==> config.mk <==
export PLATFORM = sky130hd
export DESIGN_NAME = ebt_cycle
export DESIGN_NICKNAME = d
export VERILOG_FILES = /design/src/ebt_pkg.sv /design/src/ebt_cycle.sv
export SDC_FILE = /design/constraint.sdc
export NUM_CORES = 1
export LEC_CHECK = 0
export BUFFER_PORTS_ARGS = -buffer_cell sky130_fd_sc_hd__buf_4
export CAP_MARGIN = 30
export CORE_MARGIN = 1
export CORE_UTILIZATION = 46
export DETAILED_ROUTE_END_ITERATION = 8
export PLACE_DENSITY = 0.82
export RECOVER_POWER = 50
export SLEW_MARGIN = 15
export SYNTH_ARGS = -nofsm -noshare
export SYNTH_HDL_FRONTEND = slang
export SYNTH_SLANG_ARGS = --single-unit
==> constraint.sdc <==
create_clock -name i_sys_clk -period 2.1 [get_ports i_sys_clk]
set_input_delay 0.42 -clock i_sys_clk [delete_from_list [all_inputs] [get_ports i_sys_clk]]
set_output_delay 0.42 -clock i_sys_clk [all_outputs]
set_load 0.005 [all_outputs]
==> src/ebt_pkg.sv <==
// Purpose: Shared constants and types of the expansion bus cycle timer
// Assumes: Phase lengths are given as programmed codes; a code of n lasts n+1 cycles, n+2 for host-port recovery
// Notes:   Mode codes match the i_mode port encoding
package ebt_pkg;
  localparam int ADDR_W  = 16;
  localparam int DATA_W  = 8;
  localparam int SHORT_W = 2;
  localparam int LONG_W  = 4;
  localparam int CNT_W   = 5;

  // Phase code n gives n + PHASE_BASE cycles
  localparam logic [CNT_W-1:0] PHASE_BASE   = 5'h01;
  localparam logic [CNT_W-1:0] CNT_LAST     = 5'h01;
  // Address stays on the lines this long after the latch strobe falls
  localparam logic [CNT_W-1:0] ALE_HOLD_CYC = 5'h01;
  // Host-port recovery is one cycle longer than the strobe modes
  localparam logic [CNT_W-1:0] HOST_RECOV_X = 5'h01;

  typedef enum logic [1:0] {
    EBT_MODE_MUX     = 2'h0,
    EBT_MODE_SIMPLEX = 2'h1,
    EBT_MODE_HOST    = 2'h2
  } ebt_mode_e;

  typedef enum logic [2:0] {
    EBT_IDLE,
    EBT_ADDR,
    EBT_AHOLD,
    EBT_SETUP,
    EBT_STROBE,
    EBT_HOLD,
    EBT_RECOV
  } ebt_state_e;
endpackage

==> src/ebt_cycle.sv <==
// Purpose: Sequences one expansion bus access through its five timed phases
// Assumes: One 100 MHz clock, synchronous active-high reset, pins sampled by 2 flops
// Notes:   Settings and request fields are captured when a request is taken
`timescale 1ns/1ps
module ebt_cycle (
  input  wire logic                       i_sys_clk,
  input  wire logic                       i_rst,
  input  wire logic [1:0]                 i_mode,
  input  wire logic [ebt_pkg::SHORT_W-1:0] i_address_phase_len,
  input  wire logic [ebt_pkg::SHORT_W-1:0] i_setup_phase_len,
  input  wire logic [ebt_pkg::LONG_W-1:0]  i_strobe_phase_len,
  input  wire logic [ebt_pkg::SHORT_W-1:0] i_hold_phase_len,
  input  wire logic [ebt_pkg::LONG_W-1:0]  i_recovery_phase_len,
  input  wire logic                       i_req,
  input  wire logic                       i_wr,
  input  wire logic [ebt_pkg::ADDR_W-1:0]  i_addr,
  input  wire logic [ebt_pkg::DATA_W-1:0]  i_wdata,
  output logic                            o_ready,
  output logic                            o_done,
  output logic [ebt_pkg::DATA_W-1:0]       o_rdata,
  output logic [ebt_pkg::ADDR_W-1:0]       o_addr,
  output logic                            o_addr_oe,
  output logic                            o_address_latch_strobe,
  output logic                            o_cs_n,
  output logic                            o_bus_rnw,
  output logic                            o_bus_data_strobe_n,
  output logic                            o_host_data_strobe_n,
  output logic [ebt_pkg::DATA_W-1:0]       o_data,
  output logic                            o_data_oe,
  input  wire logic [ebt_pkg::DATA_W-1:0]  i_data,
  input  wire logic                       i_host_port_wait
);
  localparam int CW = ebt_pkg::CNT_W;

  function automatic logic [CW-1:0] plen(input logic [ebt_pkg::LONG_W-1:0] code);
    plen = {1'b0, code} + ebt_pkg::PHASE_BASE;
  endfunction

  ebt_pkg::ebt_state_e state_q, state_d;
  ebt_pkg::ebt_mode_e  mode_q, mode_d;
  logic [CW-1:0]                  cnt_q, cnt_d;
  logic                           wait_seen_q, wait_seen_d;
  logic                           wr_q, wr_d;
  logic [ebt_pkg::ADDR_W-1:0]      addr_q, addr_d;
  logic [ebt_pkg::DATA_W-1:0]      wdata_q, wdata_d, rdata_d;
  logic [ebt_pkg::SHORT_W-1:0]     setup_q, setup_d, hold_q, hold_d;
  logic [ebt_pkg::LONG_W-1:0]      strobe_q, strobe_d, recov_q, recov_d;
  logic                           done_d, addr_oe_d, ale_d, cs_n_d;
  logic                           ds_n_d, hds_n_d, data_oe_d, rnw_d;
  logic                           wait_m, wait_s;
  logic [ebt_pkg::DATA_W-1:0]      din_m, din_s;
  logic                           host, stall, waitable, active;

  // Pin inputs come from another domain
  always_ff @(posedge i_sys_clk) begin
    wait_m <= i_host_port_wait;
    wait_s <= wait_m;
    din_m  <= i_data;
    din_s  <= din_m;
  end

  assign o_ready  = (state_q == ebt_pkg::EBT_IDLE);
  assign host     = (mode_q == ebt_pkg::EBT_MODE_HOST);
  assign waitable = (state_q == ebt_pkg::EBT_ADDR) || (state_q == ebt_pkg::EBT_STROBE);
  // A wait seen last cycle still stalls, giving one cycle after release
  assign stall    = host && waitable && (wait_s || wait_seen_q);

  always_comb begin
    state_d     = state_q;
    cnt_d       = (cnt_q > ebt_pkg::CNT_LAST) ? cnt_q - ebt_pkg::CNT_LAST : cnt_q;
    wait_seen_d = host && waitable && wait_s;
    mode_d      = mode_q;
    wr_d        = wr_q;
    addr_d      = addr_q;
    wdata_d     = wdata_q;
    setup_d     = setup_q;
    strobe_d    = strobe_q;
    hold_d      = hold_q;
    recov_d     = recov_q;
    rdata_d     = o_rdata;
    done_d      = 1'b0;
    unique case (state_q)
      ebt_pkg::EBT_IDLE: begin
        if (i_req) begin
          state_d  = ebt_pkg::EBT_ADDR;
          cnt_d    = plen({2'h0, i_address_phase_len});
          mode_d   = ebt_pkg::ebt_mode_e'(i_mode);
          wr_d     = i_wr;
          addr_d   = i_addr;
          wdata_d  = i_wdata;
          setup_d  = i_setup_phase_len;
          strobe_d = i_strobe_phase_len;
          hold_d   = i_hold_phase_len;
          recov_d  = i_recovery_phase_len;
        end
      end
      ebt_pkg::EBT_ADDR: begin
        if (cnt_q == ebt_pkg::CNT_LAST && !stall) begin
          if (mode_q == ebt_pkg::EBT_MODE_MUX) begin
            state_d = ebt_pkg::EBT_AHOLD;
            cnt_d   = ebt_pkg::ALE_HOLD_CYC;
          end else begin
            state_d = ebt_pkg::EBT_SETUP;
            cnt_d   = plen({2'h0, setup_q});
          end
        end
      end
      ebt_pkg::EBT_AHOLD: begin
        if (cnt_q == ebt_pkg::CNT_LAST) begin
          state_d = ebt_pkg::EBT_SETUP;
          cnt_d   = plen({2'h0, setup_q});
        end
      end
      ebt_pkg::EBT_SETUP: begin
        if (cnt_q == ebt_pkg::CNT_LAST) begin
          state_d = ebt_pkg::EBT_STROBE;
          cnt_d   = plen(strobe_q);
        end
      end
      ebt_pkg::EBT_STROBE: begin
        if (cnt_q == ebt_pkg::CNT_LAST && !stall) begin
          state_d = ebt_pkg::EBT_HOLD;
          cnt_d   = plen({2'h0, hold_q});
          if (!wr_q) begin
            rdata_d = din_s;
          end
        end
      end
      ebt_pkg::EBT_HOLD: begin
        if (cnt_q == ebt_pkg::CNT_LAST) begin
          state_d = ebt_pkg::EBT_RECOV;
          cnt_d   = plen(recov_q) + (host ? ebt_pkg::HOST_RECOV_X : '0);
        end
      end
      ebt_pkg::EBT_RECOV: begin
        if (cnt_q == ebt_pkg::CNT_LAST) begin
          state_d = ebt_pkg::EBT_IDLE;
          done_d  = 1'b1;
        end
      end
    endcase
  end

  // Pins follow the next state so they change on the same edge as the phase
  always_comb begin
    active    = (state_d == ebt_pkg::EBT_SETUP) || (state_d == ebt_pkg::EBT_STROBE)
                || (state_d == ebt_pkg::EBT_HOLD);
    ale_d     = (mode_d == ebt_pkg::EBT_MODE_MUX) && (state_d == ebt_pkg::EBT_ADDR);
    addr_oe_d = (state_d == ebt_pkg::EBT_ADDR) || (state_d == ebt_pkg::EBT_AHOLD)
                || (active && mode_d != ebt_pkg::EBT_MODE_MUX);
    cs_n_d    = !(active || (mode_d == ebt_pkg::EBT_MODE_HOST
                && state_d == ebt_pkg::EBT_ADDR));
    ds_n_d    = !(state_d == ebt_pkg::EBT_STROBE && mode_d != ebt_pkg::EBT_MODE_HOST);
    hds_n_d   = !(state_d == ebt_pkg::EBT_STROBE && mode_d == ebt_pkg::EBT_MODE_HOST);
    // Host writes keep data through recovery so it outlasts the strobe by three or more
    data_oe_d = wr_d && (active || (mode_d == ebt_pkg::EBT_MODE_HOST
                && state_d == ebt_pkg::EBT_RECOV));
    rnw_d     = !(wr_d && state_d != ebt_pkg::EBT_IDLE);
  end

  always_ff @(posedge i_sys_clk) begin
    if (i_rst) begin
      state_q                <= ebt_pkg::EBT_IDLE;
      mode_q                 <= ebt_pkg::EBT_MODE_MUX;
      cnt_q                  <= '0;
      wait_seen_q            <= 1'b0;
      wr_q                   <= 1'b0;
      addr_q                 <= '0;
      wdata_q                <= '0;
      setup_q                <= '0;
      strobe_q               <= '0;
      hold_q                 <= '0;
      recov_q                <= '0;
      o_rdata                <= '0;
      o_done                 <= 1'b0;
      o_addr                 <= '0;
      o_addr_oe              <= 1'b0;
      o_address_latch_strobe <= 1'b0;
      o_cs_n                 <= 1'b1;
      o_bus_rnw              <= 1'b1;
      o_bus_data_strobe_n    <= 1'b1;
      o_host_data_strobe_n   <= 1'b1;
      o_data                 <= '0;
      o_data_oe              <= 1'b0;
    end else begin
      state_q                <= state_d;
      mode_q                 <= mode_d;
      cnt_q                  <= cnt_d;
      wait_seen_q            <= wait_seen_d;
      wr_q                   <= wr_d;
      addr_q                 <= addr_d;
      wdata_q                <= wdata_d;
      setup_q                <= setup_d;
      strobe_q               <= strobe_d;
      hold_q                 <= hold_d;
      recov_q                <= recov_d;
      o_rdata                <= rdata_d;
      o_done                 <= done_d;
      o_addr                 <= addr_d;
      o_addr_oe              <= addr_oe_d;
      o_address_latch_strobe <= ale_d;
      o_cs_n                 <= cs_n_d;
      o_bus_rnw              <= rnw_d;
      o_bus_data_strobe_n    <= ds_n_d;
      o_host_data_strobe_n   <= hds_n_d;
      o_data                 <= wdata_d;
      o_data_oe              <= data_oe_d;
    end
  end

  // Checking helpers: cycles spent in the current phase
  logic [CW-1:0] run_q;
  always_ff @(posedge i_sys_clk) begin
    if (i_rst || state_q != state_d) begin
      run_q <= ebt_pkg::CNT_LAST;
    end else if (run_q != '1) begin
      run_q <= run_q + ebt_pkg::CNT_LAST;
    end
  end
endmodule

---- Word-level counts from Yosys, hierarchy flattened ----
Index checks and enable logic that the tools add are counted.
word-level totals
  word-level logic and storage cells ...... 107
  input bits .............................. 53
  register bits ........................... 82
operators by class
  eq/ne operators ......................... 16
  bitwise logic cells ..................... 2
  $lt $le $gt $ge ......................... 1
  reductions and logical operators ........ 33
  multiplexer cells ....................... 24
  $add $sub $neg .......................... 7
operator list
  kind                 number
  $mux 5               7
  $pmux 5 s6           1
  $mux 3               8
  $pmux 3 s7           1
  $eq 3x3->1 const B   6
  $eq 3x2->1 const B   4
  $logic_and 1x1->1    12
  $add 4x1->5 const B  2
  $add 2x1->3 const B  3
  $logic_or 1x1->1     8
  $eq 3x1->1 const B   2
  $add 5x1->5          1
  $eq 5x1->1 const B   1
  $gt 5x1->1 const B   1
  $logic_not 1->1      5
  $mux 1               5
  $sub 5x1->5 const B  1
  $eq 2x2->1 const B   2
  $logic_not 2->1      2
  $mux 2               2
  $logic_not 3->1      1
  $reduce_and 3->1     1
  $reduce_bool 3->1    1
  $ne 2x2->1 const B   1
  4 further kinds      5

---- Depth between registers and ports, before layout ----
Gate-level depths: netlist of run 1.
  depth in word-level cells ............... 13
  gate-level depth with buffers ........... 10

---- Worst setup path after synthesis of run 1 ----
No wires, ideal clock.
  kind .................................... flip-flop to flip-flop
  start ................................... register cnt_q[0]
  end ..................................... register o_rdata[0] (netlist bit)
  clock period less this slack ............ 2.136 ns
  data arrival time ....................... 2.009 ns
  stages on the path, launching flop included .. 8
  setup time .............................. 0.128 ns
  data required time ...................... 1.972 ns
  slack ................................... -0.036 ns
  path through ............................ dfxtp_1 ha_1 or4b_1 buf_2 a2111o_1 nor2_8 mux2i_1 nor2_1
on the way
  cells in the longest elaborated chain, start to end .. 3
RTL lines
  element                     RTL line          source
  start: declaration          ebt_cycle.sv:41   logic [CW-1:0] cnt_q, cnt_d;
  start signal: assignment    ebt_cycle.sv:188  cnt_q <= cnt_d;
  $eq 5x1->1                  ebt_cycle.sv:121  if (cnt_q == ebt_pkg::CNT_LAST && !stall) begin
  $logic_and 1x1->1           ebt_cycle.sv:121
  $reduce_and 3->1 (no line)  -
  end signal: assignment      ebt_cycle.sv:197  o_rdata <= rdata_d;
  end: declaration            ebt_cycle.sv:20   output logic [ebt_pkg::DATA_W-1:0] o_rdata,
Every way passes these cells.
A chain may end at the register's enable or synchronous reset.

---- Final worst setup path of run 1 ----
  start ................................... register cnt_q[1]
  end ..................................... register o_rdata[4] (netlist bit)
Same word-level chain as after synthesis.

==> metrics.md, run 1 <==
| Metric | Value |
|---|---|
| Slew Limit Fails | `0` |
| Final setup TNS | `0 ns` |
| Worst-case hold path end point | `wait_m$_DFF_P_` |
| Largest net degree at the start of global routing | `41` |
| Primary FF master, synth | `dfxtp_1` |
| Worst setup path category | `reg2reg` |
| Crit start category | `flop` |
| RSZ-0062 raised after global routing | `true` |
| H-Tree Depth | `3` |
| Antenna violations before repair | `0` |
| R2R setup slack | `0.00004 ns` |
| Worst Tran Pin Value | `0.448 ns` |
| CTS tree | `done` |
| Multi-input logic area | `1600 sq um` |
| Max Fclk | `476 MHz` |
| Vias in the first global route | `2989` |
| Hold path startpoint | `i_host_port_wait` |
| Critical Path RT | `2.34 ns` |
| Post-synthesis sequential area ratio | `49.3%` |
| HPWL after detailed placement | `5.78 mm` |
| Post-DP Area | `4230 sq um` |
| P per Cell Area | `994 nW/um^2` |
| NumNets Final | `557` |
| Fill count | `587` |
| Synth Register Bits | `82` |
| Power, Total | `4.47 mW` |
| Cell taking the most area after synthesis | `dfxtp_1` |
| Number of synthesized flops with an enable pin | `0` |
| Remaining antenna violation count | `0` |
| Cts-stage hold buffer count | `0` |
| P_leak | `1.87 nW` |
| CTS root buf | `clkbuf_8` |
| Finish-stage setup viols | `0` |
| Post-layout minimum cycle time | `2.10 ns` |
| CTS buffer count | `9` |
| Die height | `87.1 microns` |
| Ys Warns | `0` |
| Ant diodes | `0` |
| Reg2Reg Launch Point | `cnt_q[1]$_SDFF_PP0_` |
| Syn Std Cell Area | `3330 sq um` |
| HP Class | `in2reg` |
| Port bufs | `93` |
| Clk slew on worst S/H paths | `0.09 ns` |
| Layout cell share with drive strength beyond 1 | `27.9%` |
| Num rows | `30` |
| Syn_area_per_cell | `8.56 sq um` |
| Hold Path Cell Cnt | `1` |
| Gr usage total | `22.9%` |
| Die outline area | `7580 sq um` |
| Gr ovfl total | `0` |
| Crit Path Max Fanout | `8` |
| Fin. Hold Viols | `0` |
| Maximum vdd ir drop | `0.698 mV` |
| Syn nets | `450` |
| Crit. End Element | `flop` |
| TritonRoute pass-1 iters | `5` |
| Core area | `6910 sq um` |
| Clock sink total | `82` |
| I/O pin total | `94` |
| Outcome | `completed` |
| Layout Area Growth over Synthesis | `35.0%` |
| Reg2reg path depth | `7` |
| Design Area, Final | `4500 sq um` |
| Routed vias/inst | `5.36` |
| Drt total wl | `8.35 mm` |
| Synth top area cells | `dfxtp_1 (49%), nand2_1 (9.9%), a21oi_1 (7.5%), ha_1 (3.0%), mux2i_1 (3.0%)` |
| Syn Inst Count | `389` |
| Reg area | `1640 sq um` |
| Max Clock Skew | `0.00704 ns` |
| GP Congestion | `0.932` |
| Area share of the largest cell type after synthesis | `49.3%` |
| Async set-reset flop share out of synthesis | `0%` |
| Die Width | `87.1 microns` |
| Initial core utilization | `48.2%` |
| Max transition margin | `69.9%` |
| FF-to-FF End | `o_rdata[4]$_SDFFE_PP0P_` |
| Clock latency at the later pin of the worst-skew pair | `0.35 ns` |
| Max-cap violations | `0` |
| Detailed router's first-iteration violation count | `341` |
| Clk buf depth | `2` |
| Distinct cells, synth | `52` |
| # DRC | `0` |
| First-pass GRT wire length | `13.5 mm` |
| Tcrit/Tclk final | `100%` |
| Fin Hold WS | `0.189 ns` |
| Routed via count | `3201` |
| WP data arrival | `2.34 ns` |
| Routed len/inst | `14.0 microns` |
per-layer routing:
| layer | global-route usage (%) | vias up | wire length [microns] |
|---|---|---|---|
| met2 | 38.2 | 129 | 4100 |
| met1 | 28.9 | 1478 | 3500 |
| met5 | 0 | - | 0 |
| li1 | - | 1574 | - |
| met3 | 4.08 | 20 | 537 |
| met4 | 10.2 | 0 | 209 |
repair_timing:
action / 4_1_cts / 5_1_grt
setup buffers: 2 / 1
setup endpoints to repair: 12 / 19
pin swaps: 3 / 5
endpoints found under the hold margin: 0 / 0
resized for setup: 5 / 5
area by class of cell:
type | instances | share of cell area, %
Clock buffer | 9 | 2.76
Clock inverter | 7 | 2.42
Inverter | 7 | 0.584
Multi-Input combinational cell | 277 | 35.6
Sequential cell | 82 | 36.6
Tap cell | 96 | 2.67
Timing Repair Buffer | 119 | 19.4
sequential cells by signal, indices dropped and copies added, names as in the netlist, 4 cells and up:
register  count
addr_q       16
din_m         8
din_s         8
o_rdata       8
wdata_q       8
cnt_q         5
recov_q       4
strobe_q      4
worst max-delay path, stage by stage, from the launching register on:
cell and delay (ns):
dfxtp_2 0.33, inv_2 0.07, ha_4 0.14, or4b_4 0.51
a2111o_1 0.41, nor2_8 0.24, mux2i_1 0.23, nor2_1 0.05
logic make-up after synthesis:
family                     synth area share, %
xor gates and xnor gates                  1.32
AOI/OAI and AO/OA                         18.2
muxes                                     3.01
DFF                                       49.3
adders and majority gates                 3.01
and+or+nand+nor                           21.8
buffers and inverters                     3.42
worst max-delay path by stage:
stage               cells past startpoint           startpoint                 endpoint  slack (ns)
detailed placement                      7  cnt_q[1]$_SDFF_PP0_  o_rdata[3]$_SDFFE_PP0P_       -0.06
global placement                        7  cnt_q[1]$_SDFF_PP0_  o_rdata[7]$_SDFFE_PP0P_       -0.02
finish                                  7  cnt_q[1]$_SDFF_PP0_  o_rdata[4]$_SDFFE_PP0P_     0.00004
CTS                                     7  cnt_q[1]$_SDFF_PP0_  o_rdata[4]$_SDFFE_PP0P_      -0.009
floorplan                               8  cnt_q[1]$_SDFF_PP0_  o_rdata[0]$_SDFFE_PP0P_        0.04
global route                            7  cnt_q[1]$_SDFF_PP0_  o_rdata[5]$_SDFFE_PP0P_       -0.06
cell usage in the layout (no fill, tap or decap), types with 6 or more instances in the layout:
cell	instances
nand3_1	6
o21ai_0	15
clkbuf_8	9
mux2i_1	10
dfxtp_1	80
nand2b_1	6
a21oi_1	50
nor2_1	24
buf_4	72
nand2_1	88
ha_1	7
clkbuf_4	39
clkbuf_1	6
per-stage QoR:
stage / cells / util, % / worst slack (ns)
finish: 597 / 65.1 / 0.0000351
global route: 597 / 65.1 / -0.0627
CTS: 596 / 65.1 / -0.00891
detailed placement: 578 / 61.3 / -0.0639
global placement: 578 / 61.3 / -0.0216
floorplan: 389 / - / 0.0405
cells in the mapped netlist (3+ instances only):
cell,number
xor2_1,3
a21o_1,3
nand2_1,88
nor2_1,24
nand3b_1,3
nand3_1,6
nor3_1,5
a21oi_1,50
ha_1,8
mux2i_1,10
clkbuf_1,20
nand2b_1,6
inv_1,7
o21ai_0,15
dfxtp_1,82
o22ai_1,3
nor2b_1,4
a221o_1,3
where the power goes:
group          internal, mW  switching, mW  total [mW]
clock                 0.695          0.620        1.31
sequential             1.71          0.106        1.81
combinational         0.642          0.697        1.34
total                  3.04           1.42        4.47
(Power assumes the default switching activity.)
==> run 2, diff against run 1 <==
GPL_TIMING_DRIVEN = 0   (was unset)
==> run 2 against run 1 <==
Total power is 5.1% lower. Die area stayed put. Worst setup slack better by 0.0077 ns. First-iteration DRC count is 47% lower. Maximum frequency is 0.37% higher. Clock-buffer cell count stayed put. Combinational power is 6% lower.
==> metrics.md, run 2 (same netlist as run 1, synthesis figures left out) <==
| Metric | Value |
|---|---|
| Drt total wl | `8.21 mm (was 8.35 mm)` |
| HP Class | `in2reg (unchanged)` |
| Hold Path Cell Cnt | `1 (unchanged)` |
| Final setup TNS | `0 ns (unchanged)` |
| Fin Hold WS | `0.192 ns (was 0.189 ns)` |
| Worst path cell trace | `inv_2 -> ha_4 -> or4b_4 -> a2111o_1 -> nor2_8 -> mux2i_1 -> nor2_1 (unchanged)` |
| Maximum vdd ir drop | `0.684 mV (was 0.698 mV)` |
| Cts-stage hold buffer count | `0 (unchanged)` |
| Finish-stage setup viols | `0 (unchanged)` |
| Remaining antenna violation count | `0 (unchanged)` |
| Routed via count | `3101 (was 3201)` |
| GP Congestion | `0.927 (was 0.932)` |
| Metal2 WL | `3.86 mm (was 4.10 mm)` |
| Ant diodes | `0 (unchanged)` |
| Worst setup path category | `reg2reg (unchanged)` |
| Top layer in use | `met4 (unchanged)` |
| Max FFs per register | `16 (unchanged)` |
| Outcome | `completed (unchanged)` |
| Clock latency at the later pin of the worst-skew pair | `0.35 ns (about the same)` |
| FF-to-FF End | `o_rdata[2]$_SDFFE_PP0P_ (was o_rdata[4]$_SDFFE_PP0P_)` |
| I/O pin total | `94 (unchanged)` |
| RSZ-0062 raised after global routing | `true (unchanged)` |
| # DRC | `0 (unchanged)` |
| Gr usage total | `22.3% (was 22.9%)` |
| Largest net degree at the start of global routing | `16 (was 41)` |
| Commonest non-fill, non-tap cells in the layout | `nand2_1 (88), dfxtp_1 (80), buf_4 (54) (was nand2_1 (88), dfxtp_1 (80), buf_4 (72))` |
| WP data arrival | `2.32 ns (was 2.34 ns)` |
| Crit Path Max Fanout | `8 (unchanged)` |
| Initial core utilization | `48.2% (unchanged)` |
| NumNets Final | `558 (was 557)` |
| Routed len/inst | `13.7 microns (was 14.0 microns)` |
| Clk slew on worst S/H paths | `0.09 ns (about the same)` |
| Max-cap violations | `0 (unchanged)` |
| Core area | `6910 sq um (unchanged)` |
| Detailed router's first-iteration violation count | `180 (was 341)` |
| DRT met1 WL | `3.51 mm (was 3.50 mm)` |
| Critical Path RT | `2.32 ns (was 2.34 ns)` |
| TritonRoute pass-1 iters | `5 (unchanged)` |
| CTS buffer count | `9 (unchanged)` |
| Layout Area Growth over Synthesis | `32.8% (was 35.0%)` |
| Worst Tran Pin Value | `0.511 ns (was 0.448 ns)` |
| Die Width | `87.1 microns (unchanged)` |
| Die height | `87.1 microns (unchanged)` |
| Tcrit/Tclk final | `99.6% (was 100%)` |
| Layout cell share with drive strength beyond 1 | `25.9% (was 27.9%)` |
| Fin. Hold Viols | `0 (unchanged)` |
| Biggest register | `addr_q (unchanged)` |
| First-pass GRT wire length | `13.1 mm (was 13.5 mm)` |
| Worst-case hold path end point | `din_m[5]$_DFF_P_ (was wait_m$_DFF_P_)` |
| P_leak | `1.80 nW (was 1.87 nW)` |
| Slew Limit Fails | `0 (unchanged)` |
| H-Tree Depth | `3 (unchanged)` |
| Vias in the first global route | `2867 (was 2989)` |
| Crit. End Element | `flop (unchanged)` |
| Max transition margin | `65.9% (was 69.9%)` |
| P per Cell Area | `959 nW/um^2 (was 994 nW/um^2)` |
| Num rows | `30 (unchanged)` |
| Clock sink total | `82 (unchanged)` |
| Max Fclk | `478 MHz (was 476 MHz)` |
| Gr ovfl total | `0 (unchanged)` |
| Reg2Reg Launch Point | `cnt_q[1]$_SDFF_PP0_ (unchanged)` |
| R2R setup slack | `0.008 ns (was 0.00004 ns)` |
| HPWL after detailed placement | `5.90 mm (was 5.78 mm)` |
| Routed vias/inst | `5.19 (was 5.36)` |
| Antenna violations before repair | `0 (unchanged)` |
| Crit-path max cell delay | `0.51 ns (about the same)` |
| Die outline area | `7580 sq um (unchanged)` |
| Clk buf depth | `2 (unchanged)` |
| Routed wl met3 | `705 microns (was 537 microns)` |
| Post-layout minimum cycle time | `2.09 ns (was 2.10 ns)` |
| Fill count | `606 (was 587)` |
| Hold path startpoint | `i_data[5] (was i_host_port_wait)` |
| Port bufs | `93 (unchanged)` |
| Crit-path slowest cell | `or4b_4 (unchanged)` |
| CTS root buf | `clkbuf_8 (unchanged)` |
| Crit start category | `flop (unchanged)` |
| Reg2reg path depth | `7 (unchanged)` |
| Most common cell after layout, fill and taps aside | `nand2_1 (unchanged)` |
| Max Clock Skew | `0.0135 ns (was 0.00704 ns)` |
| CTS tree | `done (unchanged)` |
run 2: routing by layer:
layer  GRT usage [%]  vias up
met5               0        -
met4            6.97        0
met3            8.44       18
met2            36.6      128
met1            27.0     1390
li1                -     1565
run 2: where the power goes:
part           switching [mW]  total, mW  internal (mW)  leakage, nW
clock network           0.593       1.15          0.558       0.0962
registers               0.123       1.83           1.71        0.676
logic                   0.678       1.26          0.578         1.03
total                    1.39       4.24           2.85         1.80
run 2: repair_timing:
item / CTS / global route
pin swaps: 3 / 4
setup endpoints to repair: 29 / 55
resized for setup: 16 / 10
endpoints found under the hold margin: 0 / 0
setup buffers: 5 / 5
run 2: cell type report:
type,count,area (sq um),area share [%]
Sequential cell,82,1650,37.2
Multi-Input combinational cell,277,1620,36.6
Timing Repair Buffer,101,732,16.6
Clock buffer,9,124,2.80
Tap cell,96,120,2.72
Buffer,19,80.1,1.81
Clock inverter,7,76.3,1.73
Inverter,7,26.3,0.594
run 2: worst max path at each step:
| stage | end | start | depth (start not counted) | slack (ns) |
|---|---|---|---|---|
| finish | o_rdata[2]$_SDFFE_PP0P_ | cnt_q[1]$_SDFF_PP0_ | 7 | 0.008 |
| global route | o_rdata[6]$_SDFFE_PP0P_ | cnt_q[1]$_SDFF_PP0_ | 7 | -0.07 |
| CTS | o_rdata[2]$_SDFFE_PP0P_ | cnt_q[1]$_SDFF_PP0_ | 8 | -0.11 |
| detailed placement | o_data_oe$_SDFF_PP0_ | cnt_q[1]$_SDFF_PP0_ | 8 | -0.30 |
| global placement | o_data_oe$_SDFF_PP0_ | cnt_q[1]$_SDFF_PP0_ | 8 | -0.32 |
| floorplan | o_rdata[0]$_SDFFE_PP0P_ | cnt_q[1]$_SDFF_PP0_ | 8 | 0.04 |
run 2: critical path: cells and delay by family (launching register included):
family	cells	cell delay, ns
simple gates	3	0.81
mux	1	0.22
fa+ha+maj	1	0.13
compound gates	1	0.41
buf+inv	1	0.07
flops	1	0.33
run 2: metrics by stage:
| step | power, mW | instance area (sq um) | utilization (%) | worst slack [ns] | instances |
|---|---|---|---|---|---|
| after floorplan | 2.57 | 3330 | - | 0.0405 | 389 |
| after global placement | 2.94 | 4150 | 60.1 | -0.315 | 578 |
| after detailed placement | 2.96 | 4150 | 60.1 | -0.301 | 578 |
| after CTS | 4.24 | 4440 | 64.2 | -0.106 | 598 |
| after global routing | 4.49 | 4420 | 64.0 | -0.0702 | 598 |
| final | 4.24 | 4420 | 64.0 | 0.00769 | 598 |
==> run 3, diff against run 2 <==
CORE_UTILIZATION = 55   (was 46)
PLACE_DENSITY = 0.91   (was 0.82)
SKIP_CTS_REPAIR_TIMING = 1   (was unset)
clock period = 2.5 ns   (was 2.1 ns; I/O delays follow)
==> run 3 against run 2 <==
Maximum frequency fell by 11%. Worst setup slack improved by 0.14 ns. Final cell count fell by 4.7%. Critical path depth up 1. Non-clock buffer count shrank 4. Highest routed layer unchanged.
==> metrics.md, run 3 (same netlist as run 1, synthesis figures left out) <==
| Metric | Value |
|---|---|
| Outcome | `completed (unchanged)` |
| Finish-stage setup viols | `0 (unchanged)` |
| Detailed router's first-iteration violation count | `317 (was 180)` |
| Fin. Hold Viols | `0 (unchanged)` |
| Layout Area Growth over Synthesis | `29.8% (was 32.8%)` |
| Clock latency at the later pin of the worst-skew pair | `0.36 ns (was 0.35 ns)` |
| Combinational share of power | `27.0% (was 29.6%)` |
| Crit start category | `flop (unchanged)` |
| P per Cell Area | `822 nW/um^2 (was 959 nW/um^2)` |
| GP Congestion | `0.900 (was 0.927)` |
| TritonRoute pass-1 iters | `5 (unchanged)` |
| Remaining antenna violation count | `0 (unchanged)` |
| Post-DP Area | `4120 sq um (was 4150 sq um)` |
| Max Clock Skew | `0.00692 ns (was 0.0135 ns)` |
| Gr ovfl total | `0 (unchanged)` |
| Crit-path slowest cell | `a2111o_1 (was or4b_4)` |
| RSZ-0062 raised after global routing | `false (was true)` |
| Core area | `5680 sq um (was 6910 sq um)` |
| Stages on worst setup path | `8 (was 7)` |
| Most common cell after layout, fill and taps aside | `nand2_1 (unchanged)` |
| Initial core utilization | `58.7% (was 48.2%)` |
| R2R setup slack | `0.15 ns (was 0.008 ns)` |
| Crit Path Max Fanout | `9 (was 8)` |
| I/O pin total | `94 (unchanged)` |
| First-pass GRT wire length | `14.7 mm (was 13.1 mm)` |
| Maximum vdd ir drop | `0.853 mV (was 0.684 mV)` |
| Max FFs per register | `16 (unchanged)` |
| HPWL after detailed placement | `6.72 mm (was 5.90 mm)` |
| CTS tree | `done (unchanged)` |
| Biggest register | `addr_q (unchanged)` |
| Critical Path RT | `2.73 ns (was 2.32 ns)` |
| CTS buffer count | `9 (unchanged)` |
| Vias in the first global route | `3267 (was 2867)` |
| WP data arrival | `2.59 ns (was 2.32 ns)` |
| Dpl ws | `0.0114 ns (was -0.301 ns)` |
| CTS root buf | `clkbuf_8 (unchanged)` |
| Largest net degree at the start of global routing | `16 (unchanged)` |
| P_sw | `1.18 mW (was 1.39 mW)` |
| CP Launch Point | `cnt_q[1]$_SDFF_PP0_ (unchanged)` |
| Port bufs | `93 (unchanged)` |
| Max-cap violations | `0 (unchanged)` |
| Switching Share | `33.1% (was 32.9%)` |
| # DRC | `0 (unchanged)` |
| Routed vias/inst | `5.75 (was 5.19)` |
| Final worst setup slack | `0.146 ns (was 0.00769 ns)` |
| Routed via count | `3277 (was 3101)` |
| Layout cell share with drive strength beyond 1 | `21.9% (was 25.9%)` |
| Clock power frac | `29.6% (was 27.1%)` |
| Antenna violations before repair | `0 (unchanged)` |
| Max Fclk | `425 MHz (was 478 MHz)` |
| Design Area, Final | `4320 sq um (was 4420 sq um)` |
| Clk buf depth | `2 (unchanged)` |
| Die Width | `79.8 microns (was 87.1 microns)` |
| NumNets Final | `554 (was 558)` |
| Drt total wl | `9.41 mm (was 8.21 mm)` |
| P_leak | `1.76 nW (was 1.80 nW)` |
| HP Class | `in2reg (unchanged)` |
| Worst Tran Pin Value | `0.616 ns (was 0.511 ns)` |
| Fill count | `396 (was 606)` |
| Delay-heaviest family, CP | `simple AND/OR/NAND/NOR gates (unchanged)` |
| Reg2reg path depth | `8 (was 7)` |
| H-Tree Depth | `3 (unchanged)` |
| Crit path capture | `o_rdata[2]$_SDFFE_PP0P_ (unchanged)` |
| Num rows | `27 (was 30)` |
| Routed len/inst | `16.5 microns (was 13.7 microns)` |
| Sequential power share | `43.4% (was 43.2%)` |
| Clk slew on worst S/H paths | `0.09 ns (about the same)` |
| Final setup TNS | `0 ns (unchanged)` |
| Worst setup path category | `reg2reg (unchanged)` |
| Die height | `79.8 microns (was 87.1 microns)` |
| Die outline area | `6370 sq um (was 7580 sq um)` |
| Reg2Reg Launch Point | `cnt_q[1]$_SDFF_PP0_ (unchanged)` |
| Slew Limit Fails | `0 (unchanged)` |
| Int Pwr | `2.38 mW (was 2.85 mW)` |
| Power, Total | `3.55 mW (was 4.24 mW)` |
| Ant diodes | `0 (unchanged)` |
| Buf+Inv Stages, Crit Path | `2 (was 1)` |
| Worst path cell trace | `inv_1 -> ha_1 -> or4b_1 -> buf_2 -> a2111o_1 -> nor2_8 -> mux2i_1 -> nor2_1 (was inv_2 -> ha_4 -> or4b_4 -> a2111o_1 -> nor2_8 -> mux2i_1 -> nor2_1)` |
| Crit-path max cell delay | `0.45 ns (was 0.51 ns)` |
| Gr usage total | `30.5% (was 22.3%)` |
| Max transition margin | `57.9% (was 65.9%)` |
| Tcrit/Tclk final | `94.2% (was 99.6%)` |
| Post-layout minimum cycle time | `2.35 ns (was 2.09 ns)` |
| Commonest non-fill, non-tap cells in the layout | `nand2_1 (88), dfxtp_1 (81), a21oi_1 (50) (was nand2_1 (88), dfxtp_1 (80), buf_4 (54))` |
| Crit. End Element | `flop (unchanged)` |
| FF-to-FF End | `o_rdata[2]$_SDFFE_PP0P_ (unchanged)` |
| Clock sink total | `82 (unchanged)` |
run 3: cell types whose count changed in the layout (fill, tap and decap cells not counted), sizes merged:
cell / change
buf: -9
clkbuf: +7
clkinvlp: -2
run 3: final cells by class:
type / count / area (sq um) / area share (%)
sequential: 82 / 1640 / 38.0
tap: 72 / 90.1 / 2.08
clock inverter: 5 / 70.1 / 1.62
multi-input combinational: 277 / 1580 / 36.6
clock buffer: 11 / 151 / 3.50
timing repair buffer: 93 / 672 / 15.5
inverter: 7 / 26.3 / 0.608
buffer: 23 / 87.6 / 2.03
run 3: through the flow:
step,std cells,hold slack [ns],utilization (%)
after floorplan,389,0.310,-
after global placement,554,0.310,72.6
after detailed placement,554,0.314,72.6
after CTS,570,0.228,76.5
after global routing,570,0.255,76.2
final,570,0.258,76.2
run 3: routing by layer:
metal	vias to the layer above	global-route usage, %	part of all wire, %
met3	25	6.74	7.5
met5	-	0	0
met1	1547	32.5	38
li1	1556	-	-
met2	149	56.1	52
met4	0	15.2	2.7
run 3: worst min-delay path by stage:
stage,start,slack [ns],depth (start not counted),end
2_1_floorplan,din_m[0]$_DFF_P_,0.31,0,din_s[0]$_DFF_P_
3_3_place_gp,din_m[6]$_DFF_P_,0.31,0,din_s[6]$_DFF_P_
4_1_cts,i_host_port_wait,0.23,1,wait_m$_DFF_P_
5_1_grt,i_data[5],0.25,1,din_m[5]$_DFF_P_
6_report,i_host_port_wait,0.26,1,wait_m$_DFF_P_
3_5_place_dp,din_m[5]$_DFF_P_,0.31,0,din_s[5]$_DFF_P_
run 3: worst reg2reg max path: stages, from the launching register on:
cell and delay, ns:
dfxtp_1 0.33, inv_1 0.10, ha_1 0.20, or4b_1 0.44, buf_2 0.20, a2111o_1 0.45
nor2_8 0.21, mux2i_1 0.24, nor2_1 0.07
run 3: power by group through the flow:
stage                     combinational, mW  sequential [mW]  clock [mW]
after floorplan                       0.613             1.54           0
after global placement                0.902             1.55           0
after detailed placement              0.938             1.56           0
after CTS                             0.952             1.53        1.06
after global routing                   1.06             1.56        1.11
final                                 0.960             1.54        1.05
